--- config.mk ---
export PLATFORM = sky130hd
export DESIGN_NAME = frt_timer
export DESIGN_NICKNAME = d
export VERILOG_FILES = /design/src/frt_pkg.sv /design/src/frt_timer.sv /design/src/frt_prescaler.sv /design/src/frt_capture_unit.sv
export SDC_FILE = /design/constraint.sdc
export NUM_CORES = 1
export LEC_CHECK = 0
export BUFFER_PORTS_ARGS = -buffer_cell sky130_fd_sc_hd__buf_4
export CAP_MARGIN = 20
export CORE_MARGIN = 2
export CORE_UTILIZATION = 25
export CTS_CLUSTER_DIAMETER = 40
export DETAILED_ROUTE_END_ITERATION = 16
export PLACE_DENSITY = 0.41
export SLEW_MARGIN = 20
export SYNTH_ARGS = -nofsm -noshare
export SYNTH_HDL_FRONTEND = slang
export SYNTH_SLANG_ARGS = --single-unit
--- constraint.sdc ---
create_clock -name hclk -period 1.98 [get_ports hclk]
set_input_delay 0.099 -clock hclk [delete_from_list [all_inputs] [get_ports hclk]]
set_output_delay 0.099 -clock hclk [all_outputs]
set_load 0.03 [all_outputs]
--- src/frt_pkg.sv ---
package frt_pkg;

    // geometry of the timer and capture block
    localparam int unsigned CNT_W         = 16;
    localparam int unsigned NUM_UNITS     = 2;
    localparam int unsigned PINS_PER_UNIT = 2;
    localparam int unsigned NUM_PINS      = NUM_UNITS * PINS_PER_UNIT;
    localparam int unsigned IRQ_W         = NUM_PINS + 1;
    localparam int unsigned PRE_W         = 8;

    // register byte offsets
    localparam logic [7:0] OFF_TCS     = 8'h00;
    localparam logic [7:0] OFF_COUNT   = 8'h04;
    localparam logic [7:0] OFF_CAPCTL  = 8'h08;
    localparam logic [7:0] OFF_STAT    = 8'h0c;
    localparam logic [7:0] OFF_MASK    = 8'h10;
    localparam logic [7:0] OFF_CAP0    = 8'h14;
    localparam logic [7:0] OFF_IRQNUM  = 8'h24;

    // timer_control_status field positions
    localparam int unsigned TCS_PRE_LSB  = 0;
    localparam int unsigned TCS_STOP_BIT = 2;
    localparam int unsigned TCS_CLR_BIT  = 3;
    localparam int unsigned TCS_SVC_BIT  = 4;

    // capture control layout: two edge bits per pin, then service bits
    localparam int unsigned CAP_EDGE_LSB = 0;
    localparam int unsigned CAP_SVC_LSB  = 8;

    // interrupt status layout
    localparam int unsigned IRQ_OVF_BIT = 0;
    localparam int unsigned IRQ_CAP_LSB = 1;

    // values after reset, the count's top value and the overflow request number
    localparam logic [15:0] CNT_RESET    = 16'h0000;
    localparam logic [15:0] CNT_MAX      = 16'hffff;
    localparam logic [4:0]  TCS_RESET    = 5'h00;
    localparam logic [11:0] CAPCTL_RESET = 12'h000;
    localparam logic [4:0]  IRQ_RESET    = 5'h00;
    localparam logic [7:0]  OVF_IRQ_NUM  = 8'h13;

    // prescaler ratios as power-of-two shifts: 2, 4, 8, 16 machine clocks
    localparam logic [2:0] PRE_SH0 = 3'h1;
    localparam logic [2:0] PRE_SH1 = 3'h2;
    localparam logic [2:0] PRE_SH2 = 3'h3;
    localparam logic [2:0] PRE_SH3 = 3'h4;

    typedef enum logic [1:0] {
        FRT_EDGE_NONE = 2'b00,
        FRT_EDGE_RISE = 2'b01,
        FRT_EDGE_FALL = 2'b10,
        FRT_EDGE_BOTH = 2'b11
    } frt_edge_t;

    typedef struct packed {
        logic      svc;
        frt_edge_t edge_sel;
    } frt_cap_cfg_t;

    typedef struct packed {
        logic [7:0] addr;
        logic       write;
        logic       valid;
    } frt_bus_req_t;

endpackage

--- src/frt_timer.sv ---
// What this block does
// - 16-bit up counter clocked by prescaler, four ratios chosen in control.
// - counter overflow can raise an interrupt request.
// - overflow interrupt identifies itself as request number 19 (0x13).
// - count becomes zero on reset or on writing the clear bit.
// - live count is fed to every capture unit as time base.
// - selected edge on a pin copies the count into its data register.
// - per pin, software picks rising, falling or both edges.
// - a detected edge can raise an interrupt request.
// - overflow request can go to the automatic transfer service instead.
// - capture requests can also go to the automatic transfer service.
// - two capture units of two pins, four separate data registers.
// - reading the count register returns the current count.
// - count may be loaded only while halted; counting resumes from it.
module frt_timer
    import frt_pkg::*;
(
    // clock and reset
    input  wire logic                hclk,
    input  wire logic                hresetn,
    // AHB-Lite slave
    input  wire logic                hsel,
    input  wire logic [31:0]         haddr,
    input  wire logic [1:0]          htrans,
    input  wire logic                hwrite,
    input  wire logic [2:0]          hsize,
    input  wire logic [31:0]         hwdata,
    input  wire logic                hready,
    output logic                     hreadyout,
    output logic                     hresp,
    output logic [31:0]              hrdata,
    // capture pins
    input  wire logic [NUM_PINS-1:0] cap_pin_in,
    // interrupt side
    output logic                     irq,
    output logic                     xfer_req,
    output logic [7:0]               ovf_irq_number
);

    // registers
    logic [4:0]             tcs_q;
    logic [4:0]             tcs_d;
    logic [CNT_W-1:0]       count_q;
    logic [CNT_W-1:0]       count_d;
    logic [11:0]            capctl_q;
    logic [11:0]            capctl_d;
    logic [IRQ_W-1:0]       stat_q;
    logic [IRQ_W-1:0]       stat_d;
    logic [IRQ_W-1:0]       mask_q;
    logic [IRQ_W-1:0]       mask_d;
    frt_bus_req_t           req_q;
    frt_bus_req_t           req_d;
    logic [31:0]            hrdata_d;

    // bus decode and write strobes
    logic                   addr_take;
    logic                   rd_take;
    logic                   wr_en;
    logic                   wr_tcs;
    logic                   wr_count;
    logic                   wr_capctl;
    logic                   wr_stat;
    logic                   wr_mask;

    // timer control
    logic                   count_clear;
    logic                   halted;
    logic                   pre_tick;
    logic                   step;
    logic                   ovf_evt;
    logic [1:0]             pre_sel;

    // event status and request routing
    logic [IRQ_W-1:0]       events;
    logic [IRQ_W-1:0]       stat_clr;
    logic [IRQ_W-1:0]       svc_sel;
    logic [IRQ_W-1:0]       pending;
    logic                   ovf_svc;
    logic [NUM_PINS-1:0]    cap_svc;
    logic                   irq_d;
    logic                   xfer_d;

    // capture side
    logic [NUM_PINS-1:0]    cap_evt;
    logic [NUM_PINS-1:0][CNT_W-1:0] cap_data;
    frt_cap_cfg_t [NUM_PINS-1:0]    cap_cfg;

    // read path
    logic [7:0]             rd_addr;
    logic [31:0]            rd_word;
    logic                   rd_is_cap;
    logic [7:0]             cap_off;
    logic [2:0]             cap_idx;
    logic                   sel_tcs;
    logic                   sel_count;
    logic                   sel_capctl;
    logic                   sel_stat;
    logic                   sel_mask;
    logic                   sel_irqnum;
    logic [31:0]            img_tcs;
    logic [31:0]            img_count;
    logic [31:0]            img_capctl;
    logic [31:0]            img_stat;
    logic [31:0]            img_mask;
    logic [31:0]            img_irqnum;
    logic [31:0]            img_cap;

    // address phase capture: word transfers only, hsize is not decoded
    assign addr_take = hsel & hready & htrans[1];
    assign req_d.addr  = haddr[7:0];
    assign req_d.write = hwrite;
    assign req_d.valid = addr_take;

    // data phase write strobes
    assign wr_en     = req_q.valid & req_q.write;
    assign wr_tcs    = wr_en & (req_q.addr == OFF_TCS);
    assign wr_count  = wr_en & (req_q.addr == OFF_COUNT);
    assign wr_capctl = wr_en & (req_q.addr == OFF_CAPCTL);
    assign wr_stat   = wr_en & (req_q.addr == OFF_STAT);
    assign wr_mask   = wr_en & (req_q.addr == OFF_MASK);

    // control fields; the clear bit is a strobe and is never stored
    assign pre_sel     = tcs_q[TCS_PRE_LSB +: 2];
    assign halted      = tcs_q[TCS_STOP_BIT];
    assign count_clear = wr_tcs & hwdata[TCS_CLR_BIT];
    assign tcs_d       = wr_tcs ? {hwdata[TCS_SVC_BIT], 1'b0,
                                   hwdata[TCS_STOP_BIT],
                                   hwdata[TCS_PRE_LSB +: 2]}
                                : tcs_q;

    // prescaler feeding the up counter
    frt_prescaler #(
        .PW      (PRE_W)
    ) u_pre (
        .hclk    (hclk),
        .hresetn (hresetn),
        .sel     (pre_sel),
        .run     (~halted),
        .restart (count_clear),
        .tick    (pre_tick)
    );

    // up counter: clear beats load, load only while halted
    assign step    = pre_tick & ~halted;
    assign ovf_evt = step & (count_q == CNT_MAX) & ~count_clear;
    always_comb begin
        count_d = count_q;
        if (count_clear) begin
            count_d = CNT_RESET;
        end else if (wr_count && halted) begin
            count_d = hwdata[CNT_W-1:0];
        end else if (step) begin
            count_d = count_q + 1'b1;
        end
    end
    // a write while running falls through and leaves the count alone

    // capture configuration unpacked per pin
    genvar p;
    generate
        for (p = 0; p < NUM_PINS; p++) begin : g_cfg
            assign cap_cfg[p].edge_sel =
                frt_edge_t'(capctl_q[CAP_EDGE_LSB + 2*p +: 2]);
            assign cap_cfg[p].svc = capctl_q[CAP_SVC_LSB + p];
        end
    endgenerate
    assign capctl_d = wr_capctl ? hwdata[11:0] : capctl_q;

    // two capture units sharing the live count
    genvar u;
    generate
        for (u = 0; u < NUM_UNITS; u++) begin : g_unit
            frt_capture_unit #(
                .PINS     (PINS_PER_UNIT),
                .W        (CNT_W)
            ) u_cap (
                .hclk     (hclk),
                .hresetn  (hresetn),
                .pin_in   (cap_pin_in[u*PINS_PER_UNIT +: PINS_PER_UNIT]),
                .cfg      (cap_cfg[u*PINS_PER_UNIT +: PINS_PER_UNIT]),
                .count    (count_q),
                .cap_data (cap_data[u*PINS_PER_UNIT +: PINS_PER_UNIT]),
                .cap_evt  (cap_evt[u*PINS_PER_UNIT +: PINS_PER_UNIT])
            );
        end
    endgenerate

    // sticky status: a new event wins over a same-cycle write-one clear
    assign events   = {cap_evt, ovf_evt};
    assign stat_clr = wr_stat ? hwdata[IRQ_W-1:0] : '0;
    assign stat_d   = (stat_q & ~stat_clr) | events;
    assign mask_d   = wr_mask ? hwdata[IRQ_W-1:0] : mask_q;

    // route each pending source to the cpu or to the transfer service
    assign ovf_svc = tcs_q[TCS_SVC_BIT];
    assign cap_svc = capctl_q[CAP_SVC_LSB +: NUM_PINS];
    assign svc_sel = {cap_svc, ovf_svc};
    assign pending = stat_q & mask_q;
    assign irq_d   = |(pending & ~svc_sel);
    assign xfer_d  = |(pending & svc_sel);

    // read selects: one named wire per mapped register, one wire shared by the four capture registers
    assign rd_addr    = haddr[7:0];
    assign cap_off    = rd_addr - OFF_CAP0;
    assign cap_idx    = cap_off[4:2];
    assign rd_is_cap  = (rd_addr >= OFF_CAP0) &&
                        (rd_addr < OFF_IRQNUM) &&
                        (rd_addr[1:0] == 2'b00);
    assign sel_tcs    = (rd_addr == OFF_TCS);
    assign sel_count  = (rd_addr == OFF_COUNT);
    assign sel_capctl = (rd_addr == OFF_CAPCTL);
    assign sel_stat   = (rd_addr == OFF_STAT);
    assign sel_mask   = (rd_addr == OFF_MASK);
    assign sel_irqnum = (rd_addr == OFF_IRQNUM);

    // register images, zero-extended to the bus word
    assign img_tcs    = 32'(tcs_q);
    assign img_count  = 32'(count_q);
    assign img_capctl = 32'(capctl_q);
    assign img_stat   = 32'(stat_q);
    assign img_mask   = 32'(mask_q);
    assign img_irqnum = 32'(OVF_IRQ_NUM);
    assign img_cap    = 32'(cap_data[cap_idx[1:0]]);

    // and-or read mux: an unmapped offset selects nothing, reads zero
    assign rd_word  = ({32{sel_tcs}}    & img_tcs)
                    | ({32{sel_count}}  & img_count)
                    | ({32{sel_capctl}} & img_capctl)
                    | ({32{sel_stat}}   & img_stat)
                    | ({32{sel_mask}}   & img_mask)
                    | ({32{sel_irqnum}} & img_irqnum)
                    | ({32{rd_is_cap}}  & img_cap);
    assign rd_take  = addr_take & ~hwrite;
    assign hrdata_d = rd_take ? rd_word : hrdata;

    // address phase held for the data-phase write
    always_ff @(posedge hclk or negedge hresetn) begin
        if (!hresetn) begin
            req_q <= '0;
        end else begin
            req_q <= req_d;
        end
    end

    // read data stands until the next read is taken
    always_ff @(posedge hclk or negedge hresetn) begin
        if (!hresetn) begin
            hrdata <= 32'h0000_0000;
        end else begin
            hrdata <= hrdata_d;
        end
    end

    // zero wait states once out of reset
    always_ff @(posedge hclk or negedge hresetn) begin
        if (!hresetn) begin
            hreadyout <= 1'b0;
        end else begin
            hreadyout <= 1'b1;
        end
    end

    // every transfer answers OKAY
    always_ff @(posedge hclk or negedge hresetn) begin
        if (!hresetn) begin
            hresp <= 1'b0;
        end else begin
            hresp <= 1'b0;
        end
    end

    // timer control and status
    always_ff @(posedge hclk or negedge hresetn) begin
        if (!hresetn) begin
            tcs_q <= TCS_RESET;
        end else begin
            tcs_q <= tcs_d;
        end
    end

    // free-running count
    always_ff @(posedge hclk or negedge hresetn) begin
        if (!hresetn) begin
            count_q <= CNT_RESET;
        end else begin
            count_q <= count_d;
        end
    end

    // capture edge and service selects
    always_ff @(posedge hclk or negedge hresetn) begin
        if (!hresetn) begin
            capctl_q <= CAPCTL_RESET;
        end else begin
            capctl_q <= capctl_d;
        end
    end

    // sticky event status
    always_ff @(posedge hclk or negedge hresetn) begin
        if (!hresetn) begin
            stat_q <= IRQ_RESET;
        end else begin
            stat_q <= stat_d;
        end
    end

    // interrupt enables
    always_ff @(posedge hclk or negedge hresetn) begin
        if (!hresetn) begin
            mask_q <= IRQ_RESET;
        end else begin
            mask_q <= mask_d;
        end
    end

    // request level toward the cpu
    always_ff @(posedge hclk or negedge hresetn) begin
        if (!hresetn) begin
            irq <= 1'b0;
        end else begin
            irq <= irq_d;
        end
    end

    // request level toward the transfer service
    always_ff @(posedge hclk or negedge hresetn) begin
        if (!hresetn) begin
            xfer_req <= 1'b0;
        end else begin
            xfer_req <= xfer_d;
        end
    end

    // fixed request number of the overflow source
    always_ff @(posedge hclk or negedge hresetn) begin
        if (!hresetn) begin
            ovf_irq_number <= 8'h00;
        end else begin
            ovf_irq_number <= OVF_IRQ_NUM;
        end
    end

endmodule

--- src/frt_prescaler.sv ---
module frt_prescaler
    import frt_pkg::*;
#(
    parameter int unsigned PW = PRE_W
) (
    // clock and reset
    input  wire logic       hclk,
    input  wire logic       hresetn,
    // control
    input  wire logic [1:0] sel,
    input  wire logic       run,
    input  wire logic       restart,
    // count enable toward the up counter
    output logic            tick
);

    logic [PW-1:0] div_q;
    logic [PW-1:0] div_d;
    logic [PW-1:0] low_mask;
    logic [2:0]    shift;
    logic          hit;

    // ratio select and terminal detect
    assign shift    = (sel == 2'd0) ? PRE_SH0 :
                      (sel == 2'd1) ? PRE_SH1 :
                      (sel == 2'd2) ? PRE_SH2 : PRE_SH3;
    assign low_mask = PW'((1 << shift) - 1);
    assign hit      = run & ((div_q & low_mask) == low_mask);
    assign div_d    = restart ? '0 : (run ? div_q + 1'b1 : div_q);

    // divider holds while halted, restarts with the count clear
    always_ff @(posedge hclk or negedge hresetn) begin
        if (!hresetn) begin
            div_q <= '0;
            tick  <= 1'b0;
        end else begin
            div_q <= div_d;
            tick  <= hit & ~restart;
        end
    end

endmodule

--- src/frt_capture_unit.sv ---
module frt_capture_unit
    import frt_pkg::*;
#(
    parameter int unsigned PINS = PINS_PER_UNIT,
    parameter int unsigned W    = CNT_W
) (
    // clock and reset
    input  wire logic                     hclk,
    input  wire logic                     hresetn,
    // external capture pins, asynchronous
    input  wire logic [PINS-1:0]          pin_in,
    // per-pin configuration and time base
    input  wire frt_cap_cfg_t [PINS-1:0]  cfg,
    input  wire logic [W-1:0]             count,
    // captured values and one-cycle event pulses
    output logic [PINS-1:0][W-1:0]        cap_data,
    output logic [PINS-1:0]               cap_evt
);

    genvar i;
    generate
        for (i = 0; i < PINS; i++) begin : g_pin
            logic sync1_q;
            logic sync2_q;
            logic prev_q;
            logic rise;
            logic fall;
            logic hit;

            // edge qualification on the synchronised level
            assign rise = sync2_q & ~prev_q;
            assign fall = ~sync2_q & prev_q;
            assign hit  = (rise & cfg[i].edge_sel[0]) |
                          (fall & cfg[i].edge_sel[1]);

            // two-stage synchroniser, history, and capture latch
            always_ff @(posedge hclk or negedge hresetn) begin
                if (!hresetn) begin
                    sync1_q     <= 1'b0;
                    sync2_q     <= 1'b0;
                    prev_q      <= 1'b0;
                    cap_data[i] <= '0;
                    cap_evt[i]  <= 1'b0;
                end else begin
                    sync1_q    <= pin_in[i];
                    sync2_q    <= sync1_q;
                    prev_q     <= sync2_q;
                    cap_evt[i] <= hit;
                    if (hit) begin
                        cap_data[i] <= count;
                    end
                end
            end
        end
    endgenerate

endmodule

* Yosys cells after proc, flatten, opt, wreduce, memory -nomap -nowiden
Cells that the tools add are included.
Operators by class: $add $sub $neg 4, multipliers 0, divide/modulo/power cells 0, order comparisons 3, equality and inequality tests 14, shift operators 1, mux-type cells 11, bitwise logic cells 66, reduce and logical (&&, ||, !) cells 10
Operators with widths (count):
- 32-bit bitwise OR | 5
- 32-bit by 5-bit bitwise AND with 32-bit output | 3
- 32-bit by 16-bit bitwise AND with 32-bit output | 2
- 16-bit 2-to-1 mux | 4
- 32-bit by 12-bit bitwise AND with 32-bit output | 1
- 16-bit binary-select mux with 2-bit select | 1
- 8-bit by 4-bit == test with 1-bit output (second input constant) | 4
- 32-bit by 5-bit bitwise OR with 32-bit output | 1
- 1-bit bitwise AND | 31
- 5-bit bitwise AND | 4
- 16-bit by 1-bit adder with 16-bit output (second input constant) | 1
- 16-bit == test (second input constant) | 1
- 8-bit by 3-bit == test with 1-bit output (second input constant) | 2
- 8-bit by 5-bit == test with 1-bit output (second input constant) | 2
- 8-bit logical NOT | 2
- 8-bit 2-to-1 mux | 2
- 1-bit NOT | 11
- 5-bit NOT | 2
- 5-bit OR reduction | 2
- 3-bit 2-to-1 mux | 3
- 8-bit by 1-bit adder with 8-bit output (second input constant) | 1
- 8-bit bitwise AND | 1
- 8-bit by 6-bit == test with 1-bit output (second input constant) | 1
- 8-bit == test | 1
- 15 further kinds | 21
Storage, ports and cells: register bits after elaboration 177, latch bits 0, RAM bits 0, bits in read-only memories 0, output and inout port bits 44, logic and storage cells 144, memories kept 0

* Longest topological paths before layout
depth after elaboration 10, mapped depth 10, mapped depth without buffers 7

* By module
Synthesis repeated with hierarchy kept, for this count alone.
Second synthesis, totals: cells, all modules 959, area total of the unflattened synthesis 9720.6 um^2
Modules (own cells, without submodules):
- frt_capture_unit | instances 2, cells each 272, area an instance 2612.5 um^2, seq. area each 1001.0 um^2
- frt_timer | instances 1, cells each 367, area an instance 4006.3 um^2, seq. area each 1776.7 um^2
- frt_prescaler | instances 1, cells each 48, area an instance 489.2 um^2, seq. area each 225.2 um^2

* Worst setup path after synthesis
Ideal clock, no wire load.
path type input to register, start input haddr[2], end register hrdata[10], setup time 0.141 ns, data arrival time 2.197 ns, data required time 1.839 ns, setup slack -0.358 ns, stages on the path 9, buffers on the path 4, cell sequence buf_2 -> buf_2 -> inv_1 -> ha_1 -> clkbuf_1 -> clkbuf_1 -> mux4_2 -> a22oi_1 -> a31oi_1
On the way: cells in the longest elaborated chain, start to end 8, elaborated cells on any way between the ends 24, those cells by class 1 x add/sub; 2 x order compare; 4 x eq/ne; 2 x mux; 12 x bitwise; 3 x reduce/logical
Ends and longest elaborated chain:
- from (decl) | line frt_timer.sv:23 | input wire logic [31:0] haddr,
- 8-bit by 3-bit == test with 1-bit output / 8-bit logical NOT (equally long branches) | line frt_timer.sv:210, frt_timer.sv:209
- 32-bit by 16-bit bitwise AND with 32-bit output / 32-bit by 5-bit bitwise AND with 32-bit output (equally long branches) | line frt_timer.sv:227, frt_timer.sv:226
- 32-bit bitwise OR | line frt_timer.sv:227 | | ({32{sel_count}} & img_count)
- 32-bit bitwise OR | line frt_timer.sv:228 | | ({32{sel_capctl}} & img_capctl)
- 32-bit bitwise OR | line frt_timer.sv:229 | | ({32{sel_stat}} & img_stat)
- 32-bit bitwise OR | line frt_timer.sv:230 | | ({32{sel_mask}} & img_mask)
- 32-bit by 5-bit bitwise OR with 32-bit output | line frt_timer.sv:231 | | ({32{sel_irqnum}} & img_irqnum)
- 32-bit bitwise OR * | line frt_timer.sv:232 | | ({32{rd_is_cap}} & img_cap);
- to (signal assigned) | line frt_timer.sv:250 | hrdata <= hrdata_d;
- to (decl) | line frt_timer.sv:31 | output logic [31:0] hrdata,
Mark *: on every way between the ends. The rest lies on a longest branch, timed or not. The select of a mux whose other input is x is not followed. A chain may end at the register's enable or synchronous reset.

* Final worst setup path
start register req_q[9] (netlist bit), end register capctl_q[6]
On the way: cells in the longest elaborated chain, start to end 2
Ends and longest elaborated chain:
- from (decl) | line frt_timer.sv:51 | frt_bus_req_t req_q;
- from (signal assigned) | line frt_timer.sv:241 | req_q <= req_d;
- 8-bit by 4-bit == test with 1-bit output | line frt_timer.sv:118 | assign wr_capctl = wr_en & (req_q.addr == OFF_CAPCTL);
- 1-bit bitwise AND | line frt_timer.sv:118
- to (signal assigned) | line frt_timer.sv:295 | capctl_q <= capctl_d;
- to (decl) | line frt_timer.sv:45 | logic [11:0] capctl_q;
No other way between the ends.

==> metrics.yaml <==
run_status: "finished with violations"
violations: "negative hold slack, negative setup slack"
max_slew.worst_pin.slew_ns: 0.528
ys_ff_latch: 156
syn_inst: 579
n_antenna_cell: 0
netlist_area_sq_mm: 0.00712
cts_tree: "done"
dp_hpwl_microns: 13500
globalRouteMet2Util_pct: 22.0
finalMaxSlewViolations: 0
setup_viol: 15
cts_sinks: 156
fin_ws_ns: -0.0350
fin_util_pct: 33.6
worstHoldStart: "hwdata[13]"
synthArstFlopShare_pct: 100
switchingPower_mw: 2.44
grt_use_total_pct: 14.3
start_util_pct: 25.5
antenna_found_initial: 0
io_buffer_count: 55
synth_edf_count: 0
max_slew_margin_pct: 64.8
critPathCaptureType: "flip-flop"
grt_pass1_wl_microns: 31900
start_kind: "flip-flop"
cts_root_buffer: "clkbuf_16"
die_area_sq_mm: 0.0299
netlist.area_leader.share_pct: 54.8
internal_power_mw: 6.27
yosys.area.top_type: "dfrtp_1"
drt_iter0_markers: 267
insertion_delay_ns: 0.44
power_frac_clock_pct: 37.8
coreArea_sq_mm: 0.0279
worstPathRequired_ns: 2.30
min_period_ns: 2.01
numCtsBuffers: 17
vias_per_cell: 4.71
gr-max-usage-layer: "met2"
power_density_mw_per_mm2: 927
clkSlewWorstSetupHoldPaths_ns: 0.06
hp-class: "in -> reg"
final_common_cell: "dfrtp_1"
htree_num_levels: 4
crit_type: "reg -> reg"
rsz0062_at_grt: "true"
ios: 122
pwr-share-seq_pct: 44.1
routedWlPerCell_microns: 19.5
use_met1_pct: 19.9
ir_drop_mv: 0.544
syn2layout_area_growth_pct: 31.8
first_pass_iters: 6
layout-drive-gt1-share_pct: 39.3
critPathMaxFanout: 5
yosysUniqueCellTypes: 56
synth_area_leaders: "dfrtp_1 55%, mux2_2 13%, mux4_2 5.1%, buf_4 2.7%, a21oi_1 1.8%"
arrival_ns: 2.34
finalNetCount: 777
fillers: 2845
grt_start_max_net_pins: 59
grt_remaining_overflow: 0
p_leak_nw: 3.95
finalHoldViolCount: 1
drv_cap: 0
finalWirelength_microns: 21100
detail-route-antenna-nets: 0
finalClockSkew_ns: 0.00932
clock_path_buffers: 2
synth_ff_type: "dfrtp_1"
dpl.cell_count: 1008
synth_area_per_cell_sq_um: 12.3
grt_pass1_vias: 5150
grtUsageMet3_pct: 2.84
startpoint: "req_q[9]"
synth-seq-area-share_pct: 54.8
rows: 61
rr_startpoint: "req_q[9]"
fin_crit_sh_pct: 102
dr_total_vias: 5087
drc: 0
final_cell_mix: "156 x dfrtp_1, 87 x buf_4, 84 x mux2_2"
place.gp.congestion: 0.830
chipHeight_microns: 173
timing.fmax_mhz: 496
combPwrFrac_pct: 18.1
final_cells: 1081
yosysWarnings: 0
die_w_microns: 173
switching_share_pct: 28.0
timing.hold.ws_ns: -0.00706
-- final cells by class --
class                           count  area, sq um  area share (%)
Clock inverter                     10          118            1.25
Sequential cell                   156         3900            41.6
Tap cell                          378          473            5.04
Timing Repair Buffer              138         1290            13.7
Inverter                            4         15.0           0.160
Multi-Input combinational cell    375         3130            33.3
Clock buffer                       20          467            4.97
-- metal layers --
metal / vias to the layer above / wire (microns) / part of all wire [%]
met4: 0 / 394 / 1.9
li1: 2298 / - / -
met2: 123 / 9960 / 47
met5: - / 0 / 0
met1: 2639 / 9910 / 47
met3: 27 / 845 / 4.0
-- per-stage QoR --
step | hold slack (ns) | TNS (ns) | power, mW | setup slack (ns) | cell area, sq um
2_1_floorplan | -0.197 | 0 | 4.79 | 0.00908 | 7210
3_3_place_gp | -0.0344 | -0.314 | 5.33 | -0.0230 | 8150
3_5_place_dp | -0.0285 | -0.638 | 5.40 | -0.0466 | 8150
4_1_cts | 0.0241 | -0.0175 | 8.77 | -0.0161 | 9090
5_1_grt | 0.0101 | -1.45 | 9.14 | -0.0936 | 9390
6_report | -0.00706 | -0.265 | 8.71 | -0.0350 | 9390
-- critical path: stages, from the launching register on --
cell and delay, ns:
dfrtp_1 0.36, or4_4 0.59, buf_6 0.17, nor2_4 0.08
nand3b_1 0.13, buf_6 0.16, buf_12 0.13, mux2_2 0.27
-- sequential cells by signal, indices dropped and copies added, names as in the netlist --
signal                      cells
g_unit.u_cap.g_pin.sync2_q      4
hreadyout                       1
hrdata                         16
mask_q                          5
tcs_q                           4
req_q                          10
stat_q                          5
xfer_req                        1
g_unit.u_cap.cap_evt            4
capctl_q                       12
g_unit.u_cap.g_pin.prev_q       4
count_q                        16
g_unit.u_cap.cap_data          64
u_pre.tick                      1
u_pre.div_q                     4
g_unit.u_cap.g_pin.sync1_q      4
irq                             1
-- final timing paths --
| path | endpoint | slack [ns] | depth (start not counted) |
|---|---|---|---|
| worst min-delay path | count_q[13] | -0.007 | 4 |
| worst max register to register | capctl_q[6] | -0.03 | 7 |
| worst min register to register | g_unit[1].u_cap.g_pin[0].sync2_q | 0.35 | 0 |
| min in group asynchronous | hrdata[14] | 0.07 | 2 |
| worst max-delay path | capctl_q[6] | -0.03 | 7 |
| max in group asynchronous | g_unit[1].u_cap.cap_data[22] | 1.29 | 3 |
-- power by group through the flow --
stage / logic [mW] / clock network [mW] / registers (mW)
floorplan: 0.846 / 0 / 3.95
global placement: 1.47 / 0 / 3.87
detailed placement: 1.50 / 0 / 3.89
CTS: 1.56 / 3.38 / 3.84
global route: 1.73 / 3.51 / 3.90
finish: 1.58 / 3.29 / 3.84
-- cell families after synthesis --
group           share of synthesized area (%)
buf+inv                                  5.13
simple gates                             10.4
xor+xnor                                0.369
compound gates                           9.15
other cells                             0.105
flops                                    54.8
fa+ha+maj                                1.23
mux                                      18.8
-- Yosys cell counts, types with 5 or more instances --
cell,instances
o21ai_0,8
buf_2,7
nor4_1,6
ha_1,7
o22ai_1,5
mux4_2,16
dfrtp_1,156
nand4_1,9
a21oi_1,26
nor3_1,5
nor2_1,27
mux2_2,85
o21ai_1,14
nand3b_1,7
a31oi_1,12
buf_4,26
a22oi_1,11
nand3_1,16
clkbuf_1,31
or3_1,5
nand2_1,32
nor2b_1,6
-- timing repair --
item | 4_1_cts | 5_1_grt
gates resized for setup | 3 | 49
endpoints found under the setup margin | 22 | 33
pin swaps | 1 | 14
buffers inserted | 2 | 6
gates cloned | 1 | 4
endpoints found under the hold margin | 202 | 0
hold buffers | 31 | 0
Note: power is estimated with default switching activity, not from simulation.
